<file path="config.mk">
export PLATFORM = sky130hd
export DESIGN_NAME = bstl_link
export DESIGN_NICKNAME = d
export VERILOG_FILES = /design/src/core/bstl_pkg.sv /design/src/core/bstl_link.sv
export VERILOG_INCLUDE_DIRS = /design/src /design/src/core
export SDC_FILE = /design/constraint.sdc
export NUM_CORES = 1
export LEC_CHECK = 0
export ABC_AREA = 1
export ABC_CLOCK_PERIOD_IN_PS = 3600
export BUFFER_PORTS_ARGS = -buffer_cell sky130_fd_sc_hd__buf_2
export CAP_MARGIN = 5
export CORE_MARGIN = 5
export CORE_UTILIZATION = 56
export DETAILED_ROUTE_END_ITERATION = 8
export PLACE_DENSITY = 0.72
export SLEW_MARGIN = 20
export SYNTH_ARGS = -nofsm -noshare
export SYNTH_HDL_FRONTEND = slang
export SYNTH_HIERARCHICAL = 1
export SYNTH_SLANG_ARGS = --single-unit
</file>
<file path="constraint.sdc">
create_clock -name clk -period 3.6 [get_ports clk]
set_input_delay 0.18 -clock clk [delete_from_list [all_inputs] [get_ports clk]]
set_output_delay 0.18 -clock clk [all_outputs]
set_load 0.01 [all_outputs]
</file>
<file path="src/core/bstl_defines.svh">
// Constants of the bit serial terminal link.
// Assumes a 20 MHz system clock and a terminal of 110 to 1200 baud.
// Summary of operation
// - Every character is framed by one start bit before its bits and stop bits after them.
// - Two stop bits end a frame at 10 characters per second, one at faster rates.
// - A character has eight bits, seven code bits then the parity bit on top.
// - Parity is one exactly when the seven code bits hold an odd count of ones.
// - The receiver reads a low serial flag input as one (mark) and high as zero.
// - The transmitter drives low for one (mark) and high for zero at each bit time.
// - The transmitter sends the same frame format that the terminal sends.
// - The receiver samples the flag input again and again and assembles each character.
// - The receiver adapts to the terminal character rate with no configuration; its measured period only shrinks, so a slower rate needs a reset.
// - Half and full duplex terminals both work with no change of behaviour.
// - Any terminal rate from 110 to 1200 baud is supported.
`ifndef BSTL_DEFINES_SVH
`define BSTL_DEFINES_SVH
`define BSTL_CLK_HZ 20000000
`define BSTL_MIN_BAUD 110
`define BSTL_MAX_BAUD 1200
`define BSTL_TWO_STOP_BAUD 130
`define BSTL_CODE_BITS 7
`define BSTL_FRAME_BITS 4'h8
`define BSTL_FIFO_DEPTH 32
`define BSTL_MARK 1'b0
`define BSTL_SPACE 1'b1
`endif

</file>
<file path="src/core/bstl_pkg.sv">
// Types of the bit serial terminal link.
// Assumes bstl_defines.svh is compiled first.
`include "bstl_defines.svh"
package bstl_pkg;
	typedef struct packed {
		logic parityErr;
		logic [`BSTL_CODE_BITS-1:0] code;
	} bstl_char_t;
	typedef enum logic [1:0] {
		ST_IDLE = 2'b00,
		ST_START = 2'b01,
		ST_DATA = 2'b10,
		ST_STOP = 2'b11
	} bstl_state_t;
endpackage : bstl_pkg
</file>
<file path="src/core/bstl_link.sv">
// Bit serial terminal link with its receive FIFO.
// Assumes one clock, an asynchronous serial flag input and a terminal link.
`timescale 1ns/10ps
`default_nettype none
`include "bstl_defines.svh"
// ==========================================================
// Receive FIFO.
module bstl_fifo #(
	parameter int WIDTH = 8,
	parameter int DEPTH = `BSTL_FIFO_DEPTH
) (
	input wire logic clk,
	input wire logic rst,
	input wire logic inValid,
	output logic inReady,
	input wire logic [WIDTH-1:0] inData,
	output logic outValid,
	input wire logic outReady,
	output logic [WIDTH-1:0] outData
);
	localparam int AW = $clog2(DEPTH);
	logic [WIDTH-1:0] mem [DEPTH];
	logic [AW-1:0] wrPtr_r, wrPtr_nxt, rdPtr_r, rdPtr_nxt;
	logic [AW:0] count_r, count_nxt;
	logic doWr, doRd;
	always_comb begin
		doWr = inValid && inReady;
		doRd = outValid && outReady;
		wrPtr_nxt = doWr ? wrPtr_r + 1'b1 : wrPtr_r;
		rdPtr_nxt = doRd ? rdPtr_r + 1'b1 : rdPtr_r;
		count_nxt = count_r + {{AW{1'b0}}, doWr} - {{AW{1'b0}}, doRd};
	end
	always_ff @(posedge clk or posedge rst) begin
		if (rst) begin
			wrPtr_r <= '0;
			rdPtr_r <= '0;
			count_r <= '0;
		end else begin
			wrPtr_r <= wrPtr_nxt;
			rdPtr_r <= rdPtr_nxt;
			count_r <= count_nxt;
		end
	end
	always_ff @(posedge clk) begin
		if (doWr) begin
			mem[wrPtr_r] <= inData;
		end
	end
	assign inReady = (count_r != DEPTH[AW:0]);
	assign outValid = (count_r != '0);
	assign outData = mem[rdPtr_r];
endmodule : bstl_fifo
// ==========================================================
// Link top.
module bstl_link #(
	parameter int CW = 18,
	parameter int MAX_PERIOD = `BSTL_CLK_HZ / `BSTL_MIN_BAUD,
	parameter int MIN_PERIOD = `BSTL_CLK_HZ / `BSTL_MAX_BAUD,
	parameter int TWO_STOP_PERIOD = `BSTL_CLK_HZ / `BSTL_TWO_STOP_BAUD
) (
	input wire logic clk,
	input wire logic rst,
	input wire logic serialInFlag,
	output logic serialOut,
	input wire logic txValid,
	input wire logic [`BSTL_CODE_BITS-1:0] txCode,
	output logic txReady,
	output logic rxValid,
	input wire logic rxReady,
	output bstl_pkg::bstl_char_t rxChar,
	output logic rxOverrun,
	output logic rxFrameErr
);
	function automatic logic evenPar(input logic [`BSTL_CODE_BITS-1:0] c);
		evenPar = ^c;
	endfunction : evenPar
	localparam logic [CW-1:0] GLITCH = CW'(MIN_PERIOD / 2);
	// ==========================================================
	// Input synchroniser.
	logic sync1_r, sync2_r;
	always_ff @(posedge clk or posedge rst) begin
		if (rst) begin
			sync1_r <= `BSTL_MARK;
			sync2_r <= `BSTL_MARK;
		end else begin
			sync1_r <= serialInFlag;
			sync2_r <= sync1_r;
		end
	end
	// ==========================================================
	// Receiver with rate measurement.
	bstl_pkg::bstl_state_t rxState_r, rxState_nxt;
	logic [CW-1:0] rxCnt_r, rxCnt_nxt, period_r, period_nxt, half;
	logic [3:0] rxBits_r, rxBits_nxt;
	logic [7:0] rxShift_r, rxShift_nxt;
	logic push_r, push_nxt, ovr_r, ovr_nxt, ferr_r, ferr_nxt;
	logic lineMark, fifoInReady;
	bstl_pkg::bstl_char_t pushChar;
	always_comb begin
		lineMark = (sync2_r == `BSTL_MARK);
		half = {1'b0, period_r[CW-1:1]};
		rxState_nxt = rxState_r;
		rxCnt_nxt = rxCnt_r + 1'b1;
		period_nxt = period_r;
		rxBits_nxt = rxBits_r;
		rxShift_nxt = rxShift_r;
		push_nxt = 1'b0;
		ovr_nxt = 1'b0;
		ferr_nxt = 1'b0;
		case (rxState_r)
			bstl_pkg::ST_IDLE: begin
				rxCnt_nxt = '0;
				rxBits_nxt = '0;
				if (!lineMark) begin
					rxState_nxt = bstl_pkg::ST_START;
				end
			end
			bstl_pkg::ST_START: begin
				if (lineMark) begin
					rxCnt_nxt = '0;
					if (rxCnt_r < GLITCH) begin
						rxState_nxt = bstl_pkg::ST_IDLE;
					end else begin
						rxState_nxt = bstl_pkg::ST_DATA;
						if (rxCnt_r < period_r) begin
							period_nxt = rxCnt_r;
						end
					end
				end else if (rxCnt_r == period_r - 1'b1) begin
					rxCnt_nxt = '0;
					rxState_nxt = bstl_pkg::ST_DATA;
				end
			end
			bstl_pkg::ST_DATA: begin
				if (rxCnt_r == half) begin
					rxShift_nxt = {lineMark, rxShift_r[7:1]};
					rxBits_nxt = rxBits_r + 1'b1;
				end
				if (rxCnt_r == period_r - 1'b1) begin
					rxCnt_nxt = '0;
					if (rxBits_r == `BSTL_FRAME_BITS) begin
						rxState_nxt = bstl_pkg::ST_STOP;
					end
				end
			end
			default: begin
				if (rxCnt_r == half) begin
					rxState_nxt = bstl_pkg::ST_IDLE;
					ferr_nxt = !lineMark;
					push_nxt = lineMark && fifoInReady;
					ovr_nxt = lineMark && !fifoInReady;
				end
			end
		endcase
		pushChar.code = rxShift_r[`BSTL_CODE_BITS-1:0];
		pushChar.parityErr = evenPar(pushChar.code) != rxShift_r[7];
	end
	always_ff @(posedge clk or posedge rst) begin
		if (rst) begin
			rxState_r <= bstl_pkg::ST_IDLE;
			rxCnt_r <= '0;
			period_r <= CW'(MAX_PERIOD);
			rxBits_r <= '0;
			rxShift_r <= '0;
			push_r <= 1'b0;
			ovr_r <= 1'b0;
			ferr_r <= 1'b0;
		end else begin
			rxState_r <= rxState_nxt;
			rxCnt_r <= rxCnt_nxt;
			period_r <= period_nxt;
			rxBits_r <= rxBits_nxt;
			rxShift_r <= rxShift_nxt;
			push_r <= push_nxt;
			ovr_r <= ovr_nxt;
			ferr_r <= ferr_nxt;
		end
	end
	bstl_pkg::bstl_char_t heldChar_r;
	always_ff @(posedge clk or posedge rst) begin
		if (rst) begin
			heldChar_r <= '0;
		end else begin
			heldChar_r <= pushChar;
		end
	end
	assign rxOverrun = ovr_r;
	assign rxFrameErr = ferr_r;
	bstl_fifo #(.WIDTH($bits(bstl_pkg::bstl_char_t)),
		.DEPTH(`BSTL_FIFO_DEPTH)) rxFifo (
		.clk(clk),
		.rst(rst),
		.inValid(push_r),
		.inReady(fifoInReady),
		.inData(heldChar_r),
		.outValid(rxValid),
		.outReady(rxReady),
		.outData(rxChar)
	);
	// ==========================================================
	// Transmitter, with state of its own for full duplex; its bit time is the receiver's measured period.
	bstl_pkg::bstl_state_t txState_r, txState_nxt;
	logic [CW-1:0] txCnt_r, txCnt_nxt;
	logic [3:0] txBits_r, txBits_nxt;
	logic [7:0] txShift_r, txShift_nxt;
	logic [1:0] txStops_r, txStops_nxt;
	logic txLine_r, txLine_nxt, txReady_r, txReady_nxt;
	always_comb begin
		txState_nxt = txState_r;
		txCnt_nxt = txCnt_r + 1'b1;
		txBits_nxt = txBits_r;
		txShift_nxt = txShift_r;
		txStops_nxt = txStops_r;
		txReady_nxt = txReady_r;
		case (txState_r)
			bstl_pkg::ST_IDLE: begin
				txCnt_nxt = '0;
				txBits_nxt = '0;
				if (txValid && txReady_r) begin
					txShift_nxt = {evenPar(txCode), txCode};
					txState_nxt = bstl_pkg::ST_START;
					txReady_nxt = 1'b0;
				end
			end
			bstl_pkg::ST_START: begin
				if (txCnt_r == period_r - 1'b1) begin
					txCnt_nxt = '0;
					txState_nxt = bstl_pkg::ST_DATA;
				end
			end
			bstl_pkg::ST_DATA: begin
				if (txCnt_r == period_r - 1'b1) begin
					txCnt_nxt = '0;
					txShift_nxt = {1'b0, txShift_r[7:1]};
					txBits_nxt = txBits_r + 1'b1;
					if (txBits_r == `BSTL_FRAME_BITS - 1'b1) begin
						txState_nxt = bstl_pkg::ST_STOP;
						txStops_nxt = (period_r > CW'(TWO_STOP_PERIOD)) ?
							2'h2 : 2'h1;
					end
				end
			end
			default: begin
				if (txCnt_r == period_r - 1'b1) begin
					txCnt_nxt = '0;
					txStops_nxt = txStops_r - 1'b1;
					if (txStops_r == 2'h1) begin
						txState_nxt = bstl_pkg::ST_IDLE;
						txReady_nxt = 1'b1;
					end
				end
			end
		endcase
		case (txState_nxt)
			bstl_pkg::ST_START: txLine_nxt = `BSTL_SPACE;
			bstl_pkg::ST_DATA: begin
				txLine_nxt = txShift_nxt[0] ? `BSTL_MARK : `BSTL_SPACE;
			end
			default: txLine_nxt = `BSTL_MARK;
		endcase
	end
	always_ff @(posedge clk or posedge rst) begin
		if (rst) begin
			txState_r <= bstl_pkg::ST_IDLE;
			txCnt_r <= '0;
			txBits_r <= '0;
			txShift_r <= '0;
			txStops_r <= '0;
			txLine_r <= `BSTL_MARK;
			txReady_r <= 1'b1;
		end else begin
			txState_r <= txState_nxt;
			txCnt_r <= txCnt_nxt;
			txBits_r <= txBits_nxt;
			txShift_r <= txShift_nxt;
			txStops_r <= txStops_nxt;
			txLine_r <= txLine_nxt;
			txReady_r <= txReady_nxt;
		end
	end
	assign serialOut = txLine_r;
	assign txReady = txReady_r;
endmodule : bstl_link
`default_nettype wire

</file>
* After elaboration in Yosys (flattened, before gate mapping)
Memories as Yosys holds them, arrays and structs flattened. Cells that the tools add are included.
Storage, ports and cells: register bits 115, latch bits 0, memory bits (writable) 256, memory bits (read-only) 0, input port bits 12, logic and storage cells 136, memories 1
Memory list:
- rxFifo.mem | depth 32, width 8, rd ports 1, clocked after Yosys merged registers in 0, write ports 1, RTL line bstl_link.sv:22 | logic [WIDTH-1:0] mem [DEPTH];
Operators by class: add/subtract/negate cells 10, multipliers 0, div/mod/pow operators 0, magnitude comparators 3, equal/unequal tests 22, shift operators 0, muxes and demuxes 46, bitwise gates (word level) 4, reductions and logical operators 27
Operators by type and width (number):
- 2-to-1 mux 18 bit | 4
- one-hot mux 18 bit (3 select lines) | 1
- adder 18 x 1 -> 18 bit, second input constant | 2
- == test 18 bit | 2
- 2-to-1 mux 2 bit | 17
- == test 18 x 17 -> 1 bit | 1
- greater-than comparator 18 bit, second input constant | 1
- less-than comparator 18 x 14 -> 1 bit, second input constant | 1
- less-than comparator 18 bit | 1
- subtractor 18 x 1 -> 18 bit, second input constant | 1
- 2-to-1 mux 8 bit | 2
- one-hot mux 4 bit (2 select lines) | 2
- one-hot mux 8 bit (2 select lines) | 1
- != test 2 bit, second input constant | 7
- XOR reduction 7 bit | 2
- 2-to-1 mux 1 bit | 12
- one-hot mux 2 bit (3 select lines) | 2
- adder 5 x 1 -> 5 bit, second input constant | 2
- adder 4 x 1 -> 4 bit, second input constant | 2
- == test 2 x 1 -> 1 bit, second input constant | 4
- 2-to-1 mux 4 bit | 2
- AND reduction 4 bit | 2
- nonzero test 2 bit | 4
- adder 6 x 1 -> 6 bit | 1
- 21 further kinds | 36

* Logic depth before layout (Yosys ltp)
depth after elaboration 6, depth in mapped cells 22, depth with buffers taken out 22

* By module
The synthesis kept the hierarchy.
Modules (own cells, without submodules):
- bstl_fifo | times used 1, cells each 1125, area each 11833.8 µm², seq. area each 8087.8 µm²
- bstl_link | times used 1, cells each 886, area each 6573.8 µm², seq. area each 2489.9 µm²

* Worst setup path after synthesis
OpenSTA, ideal clock, no wires.
path type register to register, start point register period_r[1], end point register txLine_r, in the netlist serialOut, setup time 0.077 ns, arrival 2.543 ns, path slack 0.979 ns, cell stages (with the launch flop) 21, clock period less this slack 2.621 ns, path through dfstp_2 inv_1 ha_1 nand2_1 nand2_1 nand2_1 nand2_1 nor2_1 nand2_1 nor2_1 nand2_1 nor2_1 nand3_1 nor2_4 nand2_1 nand2_1 nand2_1 a22oi_1 inv_1 ha_1 a21oi_1
Between the ends: longest elaborated chain between the ends 6
Ends and longest elaborated chain:
- start: declaration | RTL line bstl_link.sv:93 | logic [CW-1:0] rxCnt_r, rxCnt_nxt, period_r, period_nxt, half;
- start signal: assignment | RTL line bstl_link.sv:162 | period_r <= CW'(MAX_PERIOD);
- start signal: assignment | RTL line bstl_link.sv:171 | period_r <= period_nxt;
- subtractor 18 x 1 -> 18 bit (*) | RTL line bstl_link.sv:226, bstl_link.sv:232, bstl_link.sv:244
- == test 18 bit (*) | RTL line bstl_link.sv:226, bstl_link.sv:232, bstl_link.sv:244
- 2-to-1 mux 2 bit (on tied branches) | RTL line bstl_link.sv:244, bstl_link.sv:226, bstl_link.sv:232
- one-hot mux 2 bit (3 select lines) (*) | RTL line bstl_link.sv:215 | case (txState_r)
- net txState_nxt[0] | RTL line bstl_link.sv:202 | bstl_pkg::bstl_state_t txState_r, txState_nxt;
- == test 2 bit or == test 2 x 1 -> 1 bit (tied branches) | RTL line bstl_link.sv:254 | case (txState_nxt)
- one-hot mux 1 bit (2 select lines) (*) | RTL line bstl_link.sv:254
- net txLine_nxt | RTL line bstl_link.sv:207 | logic txLine_r, txLine_nxt, txReady_r, txReady_nxt;
- end signal: assignment | RTL line bstl_link.sv:269 | txLine_r <= `BSTL_MARK;
- end signal: assignment | RTL line bstl_link.sv:277 | txLine_r <= txLine_nxt;
- end: declaration | RTL line bstl_link.sv:207
The timed path passes the listed nets; every way through them passes the cells marked *. The select of a mux whose other input is x is not followed. A chain may end at the register's enable or synchronous reset.

==> flow_summary.html <==
<table>
<tr><th>Metric</th><th>Value</th></tr>
<tr><th colspan="2">Outcome</th></tr>
<tr><td>Run status</td><td>finished clean</td></tr>
<tr><th colspan="2">Placement</th></tr>
<tr><td>Placed wire-length estimate</td><td>27700 um</td></tr>
<tr><td>Worst setup slack before clock tree synthesis</td><td>0.582 ns</td></tr>
<tr><td>Routability-driven placement congestion ratio</td><td>0.943</td></tr>
<tr><td>Number of buffers added on ports</td><td>24</td></tr>
<tr><th colspan="2">Worst setup path</th></tr>
<tr><td>Slowest Stage Delay on Critical Path</td><td>0.73 ns</td></tr>
<tr><td>Worst setup path class</td><td>register to output pin</td></tr>
<tr><td>Startpoint type of the worst setup path</td><td>register</td></tr>
<tr><td>Max Fanout on Critical Path</td><td>63</td></tr>
<tr><td>Cells along the critical path</td><td>buf_4 &gt; nand2_1 &gt; nand3_1 &gt; a21oi_1 &gt; nor2_1 &gt; nand2_1 &gt; nand2_1 &gt; inv_1 &gt; buf_2</td></tr>
<tr><td>Kind of capture point of the worst setup path</td><td>output pin</td></tr>
<tr><td>Top cell by count, worst path</td><td>sky130_fd_sc_hd__nand2_1</td></tr>
<tr><td>Data arrival at the endpoint of the critical path</td><td>2.93 ns</td></tr>
<tr><td>Slowest CP cell</td><td>sky130_fd_sc_hd__dfrtp_4</td></tr>
<tr><td>Required arrival time at the worst endpoint</td><td>3.42 ns</td></tr>
<tr><th colspan="2">Global route</th></tr>
<tr><td>Largest net degree at the start of global routing</td><td>67</td></tr>
<tr><td>Global Route Usage Sum</td><td>23.5%</td></tr>
<tr><td>Total overflow reported by the global router</td><td>0</td></tr>
<tr><td>Antenna violations before repair</td><td>0</td></tr>
<tr><td>First-pass GRT wire length</td><td>68800 um</td></tr>
<tr><td>Vias in the first global route</td><td>13600</td></tr>
<tr><th colspan="2">Synth</th></tr>
<tr><td>Synthesized netlist net count</td><td>2071</td></tr>
<tr><td>Warnings from Yosys</td><td>6</td></tr>
<tr><td>Proportion of synthesized area in mux cells</td><td>0%</td></tr>
<tr><td>Synthesized instance count</td><td>2011</td></tr>
<tr><td>Netlist Area Pre-Place</td><td>18400 sq um</td></tr>
<tr><td>Leading post-synthesis cells by cell area</td><td>sky130_fd_sc_hd__edfxtp_1 42%, sky130_fd_sc_hd__dfrtp_1 14%, sky130_fd_sc_hd__nand2_1 12%</td></tr>
<tr><td>Number of flops mapped to enable cells by yosys</td><td>256</td></tr>
<tr><td>Synth Flop Type</td><td>sky130_fd_sc_hd__edfxtp_1</td></tr>
<tr><td>Synthesized-area fraction occupied by adder cells</td><td>3.30%</td></tr>
<tr><td>Post-synthesis compound-gate area fraction</td><td>4.63%</td></tr>
<tr><td>Post-synth top area share</td><td>41.8%</td></tr>
<tr><td>Simple-gate share of the synthesized area</td><td>24.0%</td></tr>
<tr><td>Flops &amp; latches, synth</td><td>371</td></tr>
<tr><td>Mean cell area of the mapped netlist</td><td>9.15 sq um</td></tr>
<tr><td>Xor and xnor area share after synthesis</td><td>3.28%</td></tr>
<tr><td>Dominant combinational cell family by area after synthesis</td><td>simple AND/OR/NAND/NOR gates</td></tr>
<tr><td>Unique cell type count in the Yosys netlist</td><td>48</td></tr>
<tr><td>Sequential element share of the synthesized area</td><td>57.5%</td></tr>
<tr><td>Asr flop ratio synth</td><td>31.0%</td></tr>
<tr><td>Leading area contributor after synthesis</td><td>sky130_fd_sc_hd__edfxtp_1</td></tr>
<tr><th colspan="2">Power and ir drop</th></tr>
<tr><td>Worst IR Drop VDD</td><td>404 uV</td></tr>
<tr><td>Clock share of power</td><td>29.9%</td></tr>
<tr><td>Standby leakage power</td><td>8.85 nW</td></tr>
<tr><td>Net switching power</td><td>4.60 mW</td></tr>
<tr><td>Internal portion of total power</td><td>8.57 mW</td></tr>
<tr><td>Net switching fraction of the power</td><td>34.9%</td></tr>
<tr><td>Cell Pwr Density</td><td>650 nW/um^2</td></tr>
<tr><td>Part of the total power dissipated in combinational logic</td><td>28.3%</td></tr>
<tr><td>Portion of total power attributed to sequential cells</td><td>41.9%</td></tr>
<tr><th colspan="2">Die</th></tr>
<tr><td>Area inside the core boundary</td><td>32500 sq um</td></tr>
<tr><td>Initial core utilization</td><td>56.6%</td></tr>
<tr><td>DIE AREA</td><td>36600 sq um</td></tr>
<tr><td>Die height</td><td>191 um</td></tr>
<tr><td>Total number of placement rows</td><td>66</td></tr>
<tr><td>Number of ports placed on the die boundary</td><td>25</td></tr>
<tr><td>Die X</td><td>191 um</td></tr>
<tr><th colspan="2">Timing</th></tr>
<tr><td>Final worst-path setup slack</td><td>0.495 ns</td></tr>
<tr><td>Shortest period the worst path allows</td><td>3.11 ns</td></tr>
<tr><td>Post-Route Setup TNS</td><td>0 ns</td></tr>
<tr><td>Max-slew violations</td><td>0</td></tr>
<tr><td>Max_slew headroom</td><td>27.2%</td></tr>
<tr><td>Clk_skew</td><td>0.0199 ns</td></tr>
<tr><td>Slew of the pin with the lowest slew margin</td><td>1.09 ns</td></tr>
<tr><td>Final clock period utilization by the worst path</td><td>86.3%</td></tr>
<tr><td>Setup violations, final</td><td>0</td></tr>
<tr><td>RSZ-0062 raised after global routing</td><td>no</td></tr>
<tr><td>FMAX</td><td>322 MHz</td></tr>
<tr><td>Final-report hold violation count</td><td>0</td></tr>
<tr><th colspan="2">Run</th></tr>
<tr><td>Max Cap Violations</td><td>0</td></tr>
<tr><th colspan="2">CTS</th></tr>
<tr><td>Latest clock arrival within the worst-skew pair</td><td>0.53 ns</td></tr>
<tr><td>H-tree depth</td><td>2</td></tr>
<tr><td>Clock slew at the register clock pins of the worst setup and hold paths</td><td>0.06 ns</td></tr>
<tr><td>Clk sinks</td><td>371</td></tr>
<tr><td>Setup Buffers After CTS</td><td>0</td></tr>
<tr><td>CTS tree</td><td>done</td></tr>
<tr><td>Number of buffers added by the clock tree synthesis step</td><td>40</td></tr>
<tr><td>Root Driver</td><td>sky130_fd_sc_hd__clkbuf_16</td></tr>
<tr><td>Buffers from clock root to sink, at most</td><td>3</td></tr>
<tr><th colspan="2">Worst hold path</th></tr>
<tr><td>HP Class</td><td>primary input to register</td></tr>
<tr><th colspan="2">Drt</th></tr>
<tr><td>Post-Route WL</td><td>42400 um</td></tr>
<tr><td>Overall via count from detail_route</td><td>13600</td></tr>
<tr><td>Iteration-0 DRC Markers</td><td>1113</td></tr>
<tr><td>Detailed-route wire length per cell</td><td>16.9 um</td></tr>
<tr><td>Post-DRT Antenna Nets</td><td>0</td></tr>
<tr><td>Vias/cell</td><td>5.44</td></tr>
<tr><td>Remaining design rule violation count</td><td>0</td></tr>
<tr><td>Iteration count of the initial detailed-routing pass</td><td>5</td></tr>
<tr><th colspan="2">Layout</th></tr>
<tr><td>Sequential cell area</td><td>10600 sq um</td></tr>
<tr><td>Fillers</td><td>2742</td></tr>
<tr><td>Nets</td><td>2093</td></tr>
<tr><td>Antenna Diode Count</td><td>0</td></tr>
<tr><td>Layout Area Growth over Synthesis</td><td>9.98%</td></tr>
<tr><td>Area of the multi-input gates</td><td>6490 sq um</td></tr>
<tr><td>Fraction of layout instances using a drive strength above 1</td><td>7.26%</td></tr>
</table>
-- cells by family after synthesis --
kind of cell               Yosys count
AOI/OAI and AO/OA                  148
DFF                                371
adders and majority gates           48
and+or+nand+nor                   1040
xor gates and xnor gates            69
buffers and inverters              335
-- what timing repair did --
action	CTS	global route
hold buffers	2	0
gates resized for setup	0	1
setup endpoints to repair	0	2
hold endpoints to repair	72	0
-- worst paths after layout --
kind,from,end,depth (start not counted),slack (ns)
max reg2reg,period_r[1],rxState_r[0],17,0.52
min reg2reg,sync1_r,sync2_r,0,0.35
min,txCode[6],txShift_r[6],5,0.03
max,rxFifo/rdPtr_r[0],rxChar[2],9,0.49
max in group asynchronous,rst,txReady,4,2.37
min in group asynchronous,rst,rxFifo/count_r[5],3,0.38
-- stage by stage --
| step | utilization (%) | cell area (sq um) | hold slack, ns | power [mW] | instances |
|---|---|---|---|---|---|
| 2_1_floorplan | - | 18400 | 0.0937 | 8.08 | 2011 |
| 3_3_place_gp | 58.2 | 19000 | 0.291 | 9.21 | 2431 |
| 3_5_place_dp | 58.2 | 19000 | 0.290 | 9.29 | 2431 |
| 4_1_cts | 62.2 | 20200 | 0.0188 | 13.2 | 2507 |
| 5_1_grt | 62.2 | 20200 | 0.0227 | 14.0 | 2507 |
| 6_report | 62.2 | 20200 | 0.0280 | 13.2 | 2507 |
-- cells in the final DEF, fill, tap and decap left out, drive strengths merged, types with 4 or more instances in the layout --
cell type,instances
dfstp,10
o22ai,4
edfxtp,256
nor4,12
nand2,610
nor3,34
xnor2,17
nand4,10
a31oi,4
a21oi,56
nor2,129
ha,47
dfrtp,105
o21ai,55
inv,261
clkbuf,52
buf,48
clkinv,23
nand3,243
o211ai,11
xor2,52
-- cell type report --
cell class                 instances  share of cell area [%]
timing repair buffer              50                    1.71
multi-input combinational       1305                    32.1
sequential                       371                    52.3
clock buffer                      52                    5.43
tap                              442                    2.73
clock inverter                    22                   0.841
inverter                         265                    4.94
-- sequential cells by signal (all words and copies together) (netlist names), 2 cells and up --
register,flops
heldChar_r,8
period_r,18
rxBits_r,4
rxCnt_r,18
rxFifo/count_r,6
rxFifo/mem,256
rxFifo/rdPtr_r,5
rxFifo/wrPtr_r,5
rxShift_r,8
rxState_r,2
txBits_r,4
txCnt_r,18
txShift_r,8
txState_r,2
txStops_r,2
-- layer usage --
metal | vias up | GRT usage (%) | routed length (um) | share of wire, %
met1 | 6479 | 29.6 | 17400 | 41
met2 | 420 | 41.3 | 21400 | 51
met3 | 111 | 2.96 | 2070 | 4.9
met5 | - | 0 | 0 | 0
met4 | 0 | 9.17 | 1440 | 3.4
li1 | 6637 | - | - | -
-- critical path: cells and delay by family, from the launching register on --
family | cells | cell delay [ns]
flops | 1 | 0.73
compound gates | 1 | 0.09
buf+inv | 3 | 0.83
simple gates | 5 | 0.69
-- power groups by stage --
stage	logic (mW)	clock network, mW	registers (mW)
after floorplan	2.62	0	5.46
after global placement	3.62	0	5.58
after detailed placement	3.70	0	5.60
after CTS	3.72	4.00	5.51
after global routing	4.19	4.22	5.55
final	3.72	3.93	5.51
-- synth_stat cells, types with 17 or more instances --
library cell	number
sky130_fd_sc_hd__buf_2	39
sky130_fd_sc_hd__dfrtp_1	105
sky130_fd_sc_hd__ha_1	47
sky130_fd_sc_hd__nor2_1	117
sky130_fd_sc_hd__nand2_1	603
sky130_fd_sc_hd__clkbuf_1	22
sky130_fd_sc_hd__nand3_1	243
sky130_fd_sc_hd__a21oi_1	55
sky130_fd_sc_hd__o21ai_0	51
sky130_fd_sc_hd__xor2_1	52
sky130_fd_sc_hd__xnor2_1	17
sky130_fd_sc_hd__edfxtp_1	256
sky130_fd_sc_hd__nor3_1	29
sky130_fd_sc_hd__inv_1	258
No activity file was read; power rests on OpenSTA's default activity.
